===== src/core/fpc_pkg.sv =====
// Purpose: Constants for the parallel configuration host controller
// Assumes: 250 MHz system clock, 4 ns period
// Notes: Times kept in printed units, cycle counts derived
package fpc_pkg;
   // ******************************************
   // Timing
   // ******************************************
   localparam int CLK_MHZ = 250;
   localparam int T_REQ_LOW_US = 2;
   localparam int T_STAT_TO_CLK_US = 2;
   localparam int T_REQ_TO_CLK_US = 1506;
   localparam int T_INIT_MAX_US = 437;
   localparam int T_INIT_USR_PERIODS = 8576;
   localparam int REQ_LOW_CYC = T_REQ_LOW_US * CLK_MHZ;
   localparam int STAT_TO_CLK_CYC = T_STAT_TO_CLK_US * CLK_MHZ;
   localparam int REQ_TO_CLK_CYC = T_REQ_TO_CLK_US * CLK_MHZ;
   localparam int INIT_WAIT_CYC = T_INIT_MAX_US * CLK_MHZ;
   localparam int EXTRA_FALL_EDGES = 2;
   // Half period of the configuration clock: 4 cycles gives 31.25 MHz
   localparam int HALF_CYC_DEF = 4;
   // ******************************************
   // Register map
   // ******************************************
   localparam logic [3:0] REG_CTRL = 4'h0;
   localparam logic [3:0] REG_STATUS = 4'h1;
   localparam logic [3:0] REG_DATA = 4'h2;
   localparam logic [3:0] REG_COUNT = 4'h3;
   localparam logic [3:0] REG_RATIO = 4'h4;
   localparam int CTRL_START = 0;
   localparam int CTRL_WATCH = 1;
   localparam int CTRL_ABORT = 2;
   localparam int CTRL_WIDTH_LO = 4;
   localparam int CTRL_USRCLK = 6;
   localparam logic [1:0] WIDTH_X8 = 2'h0;
   localparam logic [1:0] WIDTH_X16 = 2'h1;
   localparam logic [1:0] WIDTH_X32 = 2'h2;
   localparam logic [7:0] RATIO_RST = 8'h01;
   // ******************************************
   // States
   // ******************************************
   typedef enum logic [3:0] {
      ST_IDLE = 4'b0000,
      ST_REQ_LOW = 4'b0001,
      ST_WAIT_STAT = 4'b0010,
      ST_WAIT_SETUP = 4'b0011,
      ST_WAIT_WORD = 4'b0100,
      ST_CLK_LOW = 4'b0101,
      ST_CLK_HIGH = 4'b0110,
      ST_TAIL = 4'b0111,
      ST_INIT = 4'b1000,
      ST_DONE = 4'b1001,
      ST_FAIL = 4'b1010
   } fpc_state_e;
endpackage


===== src/core/fpc_host.sv =====
// Purpose: Host that loads an image through the fast passive parallel port
// Assumes: Pins from the device are asynchronous, synchronised here
// Notes: Software pushes each word through a data register; clock pauses low
//
// Contract
// - Idle in user mode has request high; reconfiguration starts by driving request low.
// - After completion the configuration clock is parked at a defined level.
// - Bus width follows mode: 8 bits, 16 bits, or all 32 bits.
// - Host sends the whole image; complete rises only after every word.
// - After complete rises the host gives two more falling clock edges.
// - Host holds request low for at least 2 us.
// - Host waits 2 us after status rises, or 1,506 us unwatched.
// - Device samples data on the clock rising edge; host sets data first.
// - Clock at most 125 MHz for 8/16-bit, 100 MHz for 32-bit.
// - With ratio above one the host may pause clock low, data valid first.
// - Ratio r sets how many clock cycles each data word gets.
// - One word per clock applies only without decompression and security.
`timescale 1ns/1ns
module fpc_host #(
   parameter int REQ_TO_CLK_CYC = fpc_pkg::REQ_TO_CLK_CYC,
   parameter int INIT_WAIT_CYC = fpc_pkg::INIT_WAIT_CYC,
   parameter int HALF_CYC = fpc_pkg::HALF_CYC_DEF,
   parameter int TAIL_WORDS = 64
) (
   // Clock and reset
   input wire logic clk,
   input wire logic rst_n,
   // Register port
   input wire logic [3:0] reg_addr,
   input wire logic [31:0] reg_wdata,
   input wire logic reg_wr,
   input wire logic reg_rd,
   output logic [31:0] reg_rdata,
   // Device pins
   output logic config_request_n,
   output logic config_clock,
   output logic [31:0] config_data,
   output logic config_data_oe_n,
   input wire logic status_n_in,
   input wire logic config_complete,
   input wire logic init_done_in
);
   // ******************************************
   // Synchronisers
   // ******************************************
   logic [2:0] sync1_r;
   logic [2:0] sync2_r;
   always_ff @(posedge clk or negedge rst_n)
   begin
      if (!rst_n)
      begin
         sync1_r <= 3'h0;
         sync2_r <= 3'h0;
      end
      else
      begin
         sync1_r <= {init_done_in, config_complete, status_n_in};
         sync2_r <= sync1_r;
      end
   end
   wire status_hi = sync2_r[0];
   wire complete_hi = sync2_r[1];
   wire init_hi = sync2_r[2];

   // ******************************************
   // Registers
   // ******************************************
   logic watch_r;
   logic usrclk_r;
   logic [1:0] width_r;
   logic [7:0] ratio_r;
   logic [31:0] word_r;
   logic word_full_r;
   logic [31:0] count_r;
   logic [31:0] sent_r;
   logic fail_r;
   logic [31:0] reg_rdata_r;
   fpc_pkg::fpc_state_e state_r;
   fpc_pkg::fpc_state_e state_nxt;
   logic [31:0] tmr_r;
   logic [31:0] tmr_nxt;
   logic [7:0] rep_r;
   logic [7:0] rep_nxt;
   logic [1:0] tail_r;
   logic [1:0] tail_nxt;

   wire wr_ctrl = reg_wr && (reg_addr == fpc_pkg::REG_CTRL);
   wire wr_data = reg_wr && (reg_addr == fpc_pkg::REG_DATA);
   wire wr_count = reg_wr && (reg_addr == fpc_pkg::REG_COUNT);
   wire wr_ratio = reg_wr && (reg_addr == fpc_pkg::REG_RATIO);
   wire start_req = wr_ctrl && reg_wdata[fpc_pkg::CTRL_START];
   wire abort_req = wr_ctrl && reg_wdata[fpc_pkg::CTRL_ABORT];
   wire busy = (state_r != fpc_pkg::ST_IDLE) && (state_r != fpc_pkg::ST_DONE)
      && (state_r != fpc_pkg::ST_FAIL);
   wire all_sent = (sent_r == count_r);
   wire word_take = (state_r == fpc_pkg::ST_WAIT_WORD) && word_full_r && !all_sent;
   wire last_rep = (rep_r + 8'h01 >= ratio_r);

   // Mask unused lanes so the device sees clean upper bits
   wire [31:0] lane_mask = (width_r == fpc_pkg::WIDTH_X8) ? 32'h000000ff :
      (width_r == fpc_pkg::WIDTH_X16) ? 32'h0000ffff : 32'hffffffff;
   wire [31:0] status_word = {22'h0, fail_r, init_hi, complete_hi, status_hi,
      word_full_r, busy, state_r};

   always_ff @(posedge clk or negedge rst_n)
   begin
      if (!rst_n)
      begin
         watch_r <= 1'b1;
         usrclk_r <= 1'b0;
         width_r <= fpc_pkg::WIDTH_X8;
         ratio_r <= fpc_pkg::RATIO_RST;
         count_r <= 32'h0;
      end
      else
      begin
         if (wr_ctrl && !busy)
         begin
            watch_r <= reg_wdata[fpc_pkg::CTRL_WATCH];
            usrclk_r <= reg_wdata[fpc_pkg::CTRL_USRCLK];
            width_r <= reg_wdata[fpc_pkg::CTRL_WIDTH_LO +: 2];
         end
         if (wr_ratio && !busy)
            ratio_r <= (reg_wdata[7:0] == 8'h00) ? fpc_pkg::RATIO_RST : reg_wdata[7:0];
         if (wr_count && !busy)
            count_r <= reg_wdata;
      end
   end

   // Word holding register; software polls the full flag before writing
   always_ff @(posedge clk or negedge rst_n)
   begin
      if (!rst_n)
      begin
         word_r <= 32'h0;
         word_full_r <= 1'b0;
      end
      else if (word_take)
         word_full_r <= 1'b0;
      else if (wr_data && !word_full_r)
      begin
         word_r <= reg_wdata & lane_mask;
         word_full_r <= 1'b1;
      end
   end

   wire [31:0] rd_mux = (reg_addr == fpc_pkg::REG_CTRL) ? {25'h0, usrclk_r, width_r,
         1'b0, 1'b0, watch_r, 1'b0} :
      (reg_addr == fpc_pkg::REG_STATUS) ? status_word :
      (reg_addr == fpc_pkg::REG_COUNT) ? count_r :
      (reg_addr == fpc_pkg::REG_RATIO) ? {24'h0, ratio_r} :
      (reg_addr == fpc_pkg::REG_DATA) ? sent_r : 32'h0;

   always_ff @(posedge clk or negedge rst_n)
   begin
      if (!rst_n)
         reg_rdata_r <= 32'h0;
      else if (reg_rd)
         reg_rdata_r <= rd_mux;
      else
         reg_rdata_r <= 32'h0;
   end
   assign reg_rdata = reg_rdata_r;

   // ******************************************
   // Sequencer
   // ******************************************
   localparam int INIT_USR_CYC = (fpc_pkg::T_INIT_USR_PERIODS + 4) * 2 * HALF_CYC;
   localparam int TAIL_CYC = TAIL_WORDS * 2 * HALF_CYC;
   wire [31:0] half_m1 = 32'(HALF_CYC - 1);

   always_comb
   begin
      state_nxt = state_r;
      tmr_nxt = tmr_r + 32'h1;
      rep_nxt = rep_r;
      tail_nxt = tail_r;
      case (state_r)
         fpc_pkg::ST_IDLE, fpc_pkg::ST_DONE, fpc_pkg::ST_FAIL:
         begin
            tmr_nxt = 32'h0;
            tail_nxt = 2'h0;
            if (start_req)
               state_nxt = fpc_pkg::ST_REQ_LOW;
         end
         fpc_pkg::ST_REQ_LOW:
            if (tmr_r >= 32'(fpc_pkg::REQ_LOW_CYC - 1))
            begin
               state_nxt = fpc_pkg::ST_WAIT_STAT;
               tmr_nxt = 32'h0;
            end
         fpc_pkg::ST_WAIT_STAT:
            if (!watch_r)
            begin
               if (tmr_r >= 32'(REQ_TO_CLK_CYC - 1))
               begin
                  state_nxt = fpc_pkg::ST_WAIT_WORD;
                  tmr_nxt = 32'h0;
               end
            end
            else if (status_hi)
            begin
               state_nxt = fpc_pkg::ST_WAIT_SETUP;
               tmr_nxt = 32'h0;
            end
         fpc_pkg::ST_WAIT_SETUP:
            if (!status_hi)
               tmr_nxt = 32'h0;
            else if (tmr_r >= 32'(fpc_pkg::STAT_TO_CLK_CYC - 1))
            begin
               state_nxt = fpc_pkg::ST_WAIT_WORD;
               tmr_nxt = 32'h0;
            end
         fpc_pkg::ST_WAIT_WORD:
         begin
            tmr_nxt = 32'h0;
            rep_nxt = 8'h0;
            // Clock paused low while no word waits
            if (all_sent)
               state_nxt = fpc_pkg::ST_TAIL;
            else if (word_full_r)
               state_nxt = fpc_pkg::ST_CLK_LOW;
         end
         fpc_pkg::ST_CLK_LOW:
            if (tmr_r >= half_m1)
            begin
               state_nxt = fpc_pkg::ST_CLK_HIGH;
               tmr_nxt = 32'h0;
            end
         fpc_pkg::ST_CLK_HIGH:
            if (tmr_r >= half_m1)
            begin
               tmr_nxt = 32'h0;
               // Fall ending the last word counts only if done is already seen
               if (complete_hi && (tail_r != 2'(fpc_pkg::EXTRA_FALL_EDGES)))
                  tail_nxt = tail_r + 2'h1;
               if (last_rep)
                  state_nxt = fpc_pkg::ST_WAIT_WORD;
               else
               begin
                  rep_nxt = rep_r + 8'h01;
                  state_nxt = fpc_pkg::ST_CLK_LOW;
               end
            end
         fpc_pkg::ST_TAIL:
         begin
            // Free-run clock after the image; count falls once complete seen
            if (tmr_r >= 32'(2 * HALF_CYC - 1))
            begin
               tmr_nxt = 32'h0;
               if (complete_hi)
                  tail_nxt = tail_r + 2'h1;
               rep_nxt = rep_r + 8'h01;
            end
            if (tail_r == 2'(fpc_pkg::EXTRA_FALL_EDGES))
            begin
               state_nxt = fpc_pkg::ST_INIT;
               tmr_nxt = 32'h0;
            end
            else if (!complete_hi && 32'(rep_r) * 32'(2 * HALF_CYC) >= 32'(TAIL_CYC))
               state_nxt = fpc_pkg::ST_FAIL;
         end
         fpc_pkg::ST_INIT:
            if (tmr_r >= (usrclk_r ? 32'(INIT_USR_CYC) : 32'(INIT_WAIT_CYC)))
               state_nxt = fpc_pkg::ST_DONE;
         default:
            state_nxt = fpc_pkg::ST_IDLE;
      endcase
      if (abort_req)
         state_nxt = fpc_pkg::ST_IDLE;
   end

   always_ff @(posedge clk or negedge rst_n)
   begin
      if (!rst_n)
      begin
         state_r <= fpc_pkg::ST_IDLE;
         tmr_r <= 32'h0;
         rep_r <= 8'h0;
         tail_r <= 2'h0;
      end
      else
      begin
         state_r <= state_nxt;
         tmr_r <= tmr_nxt;
         rep_r <= rep_nxt;
         tail_r <= tail_nxt;
      end
   end

   // Counts words sent and remembers failures
   always_ff @(posedge clk or negedge rst_n)
   begin
      if (!rst_n)
      begin
         sent_r <= 32'h0;
         fail_r <= 1'b0;
      end
      else
      begin
         if (state_r == fpc_pkg::ST_REQ_LOW)
            sent_r <= 32'h0;
         else if (word_take)
            sent_r <= sent_r + 32'h1;
         if (state_nxt == fpc_pkg::ST_FAIL)
            fail_r <= 1'b1;
         else if (state_r == fpc_pkg::ST_REQ_LOW)
            fail_r <= 1'b0;
      end
   end

   // ******************************************
   // Pin drivers
   // ******************************************
   wire clk_hi_nxt = (state_nxt == fpc_pkg::ST_CLK_HIGH) ||
      ((state_nxt == fpc_pkg::ST_TAIL) && (tmr_nxt >= 32'(HALF_CYC)));
   wire drive_nxt = (state_nxt == fpc_pkg::ST_WAIT_WORD) ||
      (state_nxt == fpc_pkg::ST_CLK_LOW) || (state_nxt == fpc_pkg::ST_CLK_HIGH) ||
      (state_nxt == fpc_pkg::ST_TAIL);
   always_ff @(posedge clk or negedge rst_n)
   begin
      if (!rst_n)
      begin
         config_request_n <= 1'b1;
         config_clock <= 1'b0;
         config_data <= 32'h0;
         config_data_oe_n <= 1'b1;
      end
      else
      begin
         config_request_n <= (state_nxt != fpc_pkg::ST_REQ_LOW);
         // Parked low whenever not toggling, never floated
         config_clock <= clk_hi_nxt;
         if (word_take)
            config_data <= word_r;
         // Released after load so the device may reuse the pins
         config_data_oe_n <= !drive_nxt;
      end
   end
endmodule // fpc_host


===== config.mk =====
export PLATFORM = sky130hd
export DESIGN_NAME = fpc_host
export DESIGN_NICKNAME = d
export VERILOG_FILES = /design/src/core/fpc_pkg.sv /design/src/core/fpc_host.sv
export SDC_FILE = /design/constraint.sdc
export NUM_CORES = 1
export LEC_CHECK = 0
export ABC_AREA = 1
export BUFFER_PORTS_ARGS = -buffer_cell sky130_fd_sc_hd__buf_4
export CORE_ASPECT_RATIO = 1.5
export CORE_UTILIZATION = 45
export DETAILED_ROUTE_END_ITERATION = 16
export GPL_TIMING_DRIVEN = 0
export PLACE_DENSITY = 0.65
export SYNTH_ARGS = -nofsm -noshare
export SYNTH_HDL_FRONTEND = slang
export SYNTH_SLANG_ARGS = --single-unit

===== constraint.sdc =====
create_clock -name clk -period 6 [get_ports clk]
set_input_delay 0.3 -clock clk [delete_from_list [all_inputs] [get_ports clk]]
set_output_delay 0.3 -clock clk [all_outputs]
set_load 0.01 [all_outputs]

==> flow_summary.yaml <==
floorplan:
  chipHeight_um: 203
  dieArea_mm2: 0.0277
  die-width_um: 136
  num_rows: 73
  core_area_mm2: 0.0265
  initial_utilization_pct: 45.9
  ios: 110
pwr:
  power.switching_mw: 1.40
  cellLeakagePower_nw: 6.97
  power.density_mw_per_mm2: 302
  p_seq_share_pct: 42.5
  internal-power_mw: 2.92
  clock_power_share_pct: 35.2
  combPwrFrac_pct: 22.4
  vdd_ir_drop_max_mv: 0.240
  switching_share_pct: 32.4
critical_path:
  crit_top_cell: "nor2_1"
  r2r_setup_slack_ns: 2.89
  cp_top_family: "simple AND/OR/NAND/NOR gates"
  worstRegToRegCells: 18
  r2r-end: "config_clock$_DFF_PN0_"
  worst-path-max-fanout: 4
  cp.buffers_inverters: 1
  worstPathRequired_ns: 6.41
  slowest_delay_ns: 0.45
  crit_chain: "inv_1 > nor4_1 > nand3_1 > xor2_1 > ha_1 > a21oi_1 > o21a_1 > nand3_1 > nor2_1 > o21ai_0 > nand2_1 > nor2_1 > nand2_1 > nand2_1 > nor2_1 > nand2_1 > nor2_1 > nor2_1"
  rr_startpoint: "rep_r[0]$_DFFE_PN0P_"
  crit_type: "flop to flop"
  worst_setup_path_start_kind: "flop"
  cp.depth: 18
  critPathArrivalTime_ns: 3.52
  end_kind: "flop"
  cp_slowest_cell: "nor4_1"
drt:
  wl_per_cell_um: 17.8
  ant_nets: 0
  avgViaCountPerCell: 5.29
  drt_pass1_iterations: 5
  remaining_drc_errors: 0
  vias: 10741
  drt-total-wl_um: 36100
  drt_iter0_drc: 590
synthesis:
  synth_fp_nets: 1597
  ys_ff_latch: 229
  synth_top_area_share_pct: 46.4
  ys_seq_area_share_pct: 47.2
  ys_types: 47
  synthTopCellsByArea: "dfrtp_1, nand2_1, o21ai_0"
  synth_area_mm2: 0.0121
  synth.avg_cell_area_um2: 7.92
  yosys_warnings: 0
  synth_top_cell_by_area: "dfrtp_1"
  syn_inst: 1534
hold_path:
  hp-start: "reg_wdata[25]"
  hold-path-endpoint: "count_r[25]$_DFFE_PN0P_"
  hp-class: "primary input to flop"
  whs_path_depth: 2
clocking:
  cts_buffers: 24
  clock_latency_ns: 0.54
  cts.reportedPaths.clkPinSlew_ns: 0.06
  root_buffer: "clkbuf_16"
  cts_tree: "built"
  cts_resized: 0
  clk_path_buf_depth: 3
  cts.htree.levels: 1
  cts.sinks: 229
timing:
  period_minus_slack_ns: 3.11
  setup_tns_ns: 0
  fin_crit_sh_pct: 51.8
  worst_pin_slew_ns: 0.739
  finalHoldViolations: 0
  fmax_mhz: 322
  setup_slack_ns: 2.89
  setup_viol: 0
  slew_headroom_pct: 50.3
  rsz0062_at_grt: "false"
  final.setup_skew_ns: 0.0101
  slew_violations: 0
place:
  portBuffers: 109
  pre_cts_slack_ns: 2.94
  dpl.hpwl_um: 27900
  place.gp.congestion: 0.915
run:
  cap_violations: 0
global_route:
  antenna_found_initial: 0
  overflow: 0
  grt_pass1_vias: 10741
  grt_max_degree: 93
  grt_pass1_wl_um: 57900
  grt_usage_pct: 27.2
finish:
  layout-drive-gt1-share_pct: 14.7
  antenna_cells: 0
  final_cell_mix: "nand2_1, dfrtp_1, inv_1"
  syn2layout_area_growth_pct: 17.8
  nNetsFinal: 1741
  final_common_cell: "nand2_1"
status:
  status: "complete, no violations"
## flip-flops by register name, summed over array words and instances (netlist names)
register          count
rep_r                 8
reg_rdata            32
watch_r               1
config_clock          1
usrclk_r              1
count_r              32
sync1_r               3
fail_r                1
sync2_r               3
config_data          32
tmr_r                32
word_r               32
ratio_r               8
config_request_n      1
width_r               2
sent_r               32
word_full_r           1
tail_r                2
state_r               4
config_data_oe_n      1
## kinds of logic (layout without fill, tap and decap cells)
| group | count (synthesis) | after routing | share of synthesized area, % |
|---|---|---|---|
| xor gates and xnor gates | 61 | 61 | 4.40 |
| muxes | 23 | 23 | 2.13 |
| and+or+nand+nor | 722 | 722 | 25.7 |
| DFF | 229 | 229 | 47.2 |
| adders and majority gates | 20 | 20 | 2.06 |
| AOI/OAI and AO/OA | 232 | 232 | 10.4 |
| buffers and inverters | 247 | 405 | 8.08 |
## cells in the mapped netlist (all sizes together)
master / n
a2111oi: 1
a211oi: 5
a21o: 3
a21oi: 45
a221oi: 4
a31oi: 4
buf: 29
clkbuf: 21
clkinv: 1
dfrtp: 225
dfstp: 4
ha: 20
inv: 196
mux2: 23
nand2: 372
nand3: 73
nand3b: 1
nand4: 24
nor2: 189
nor3: 41
nor4: 18
o2111ai: 1
o211ai: 1
o21a: 3
o21ai: 150
o21bai: 1
o221ai: 1
o22ai: 8
o31ai: 4
o41ai: 1
or2: 4
xnor2: 31
xor2: 30
## area by class of cell
cell class / instances / area (µm²)
Fill cell: 2577 / 12200
Sequential cell: 229 / 5740
Multi-Input combinational cell: 1058 / 5430
Timing Repair Buffer: 118 / 951
Inverter: 197 / 739
Clock buffer: 34 / 698
Tap cell: 337 / 422
Buffer: 50 / 241
Clock inverter: 6 / 93.8
## what timing repair did
action,4_1_cts,5_1_grt
buffers inserted,0,0
hold buffers,7,0
endpoints found under the hold margin,72,0
## power by group through the flow
stage / logic (mW) / clock network [mW] / registers [mW]
final: 0.968 / 1.52 / 1.84
after floorplan: 0.619 / 0 / 1.82
after CTS: 0.976 / 1.55 / 1.84
after detailed placement: 0.966 / 0 / 1.86
after global placement: 0.950 / 0 / 1.86
after global routing: 1.08 / 1.61 / 1.85
## how the worst max path moves through the flow
stage | slack (ns) | start | to
after detailed placement | 2.94 | rep_r[0]$_DFFE_PN0P_ | rep_r[6]$_DFFE_PN0P_
after global routing | 2.60 | rep_r[2]$_DFFE_PN0P_ | config_clock$_DFF_PN0_
after global placement | 2.83 | rst_n | tmr_r[28]$_DFF_PN0_
after floorplan | 3.37 | rep_r[2]$_DFFE_PN0P_ | rep_r[5]$_DFFE_PN0P_
after CTS | 2.90 | rep_r[0]$_DFFE_PN0P_ | rep_r[5]$_DFFE_PN0P_
final | 2.89 | rep_r[0]$_DFFE_PN0P_ | config_clock$_DFF_PN0_
## through the flow
step | instance area (µm²) | cells | hold slack [ns] | utilization, % | total power [mW]
5_1_grt | 14300 | 2029 | 0.0106 | 54.0 | 4.54
2_1_floorplan | 12100 | 1534 | 0.00441 | - | 2.44
3_3_place_gp | 13400 | 1980 | 0.333 | 50.5 | 2.81
4_1_cts | 14300 | 2029 | 0.00305 | 54.0 | 4.36
3_5_place_dp | 13400 | 1982 | 0.290 | 50.8 | 2.83
6_report | 14300 | 2029 | 0.0143 | 54.0 | 4.33
## routing by layer
layer	routed length, µm	track usage [%]
met1	13600	30.4
met2	19300	50.6
met3	1580	2.91
met4	1630	12.9
met5	0	0
Note: power is estimated with default switching activity, not from simulation.
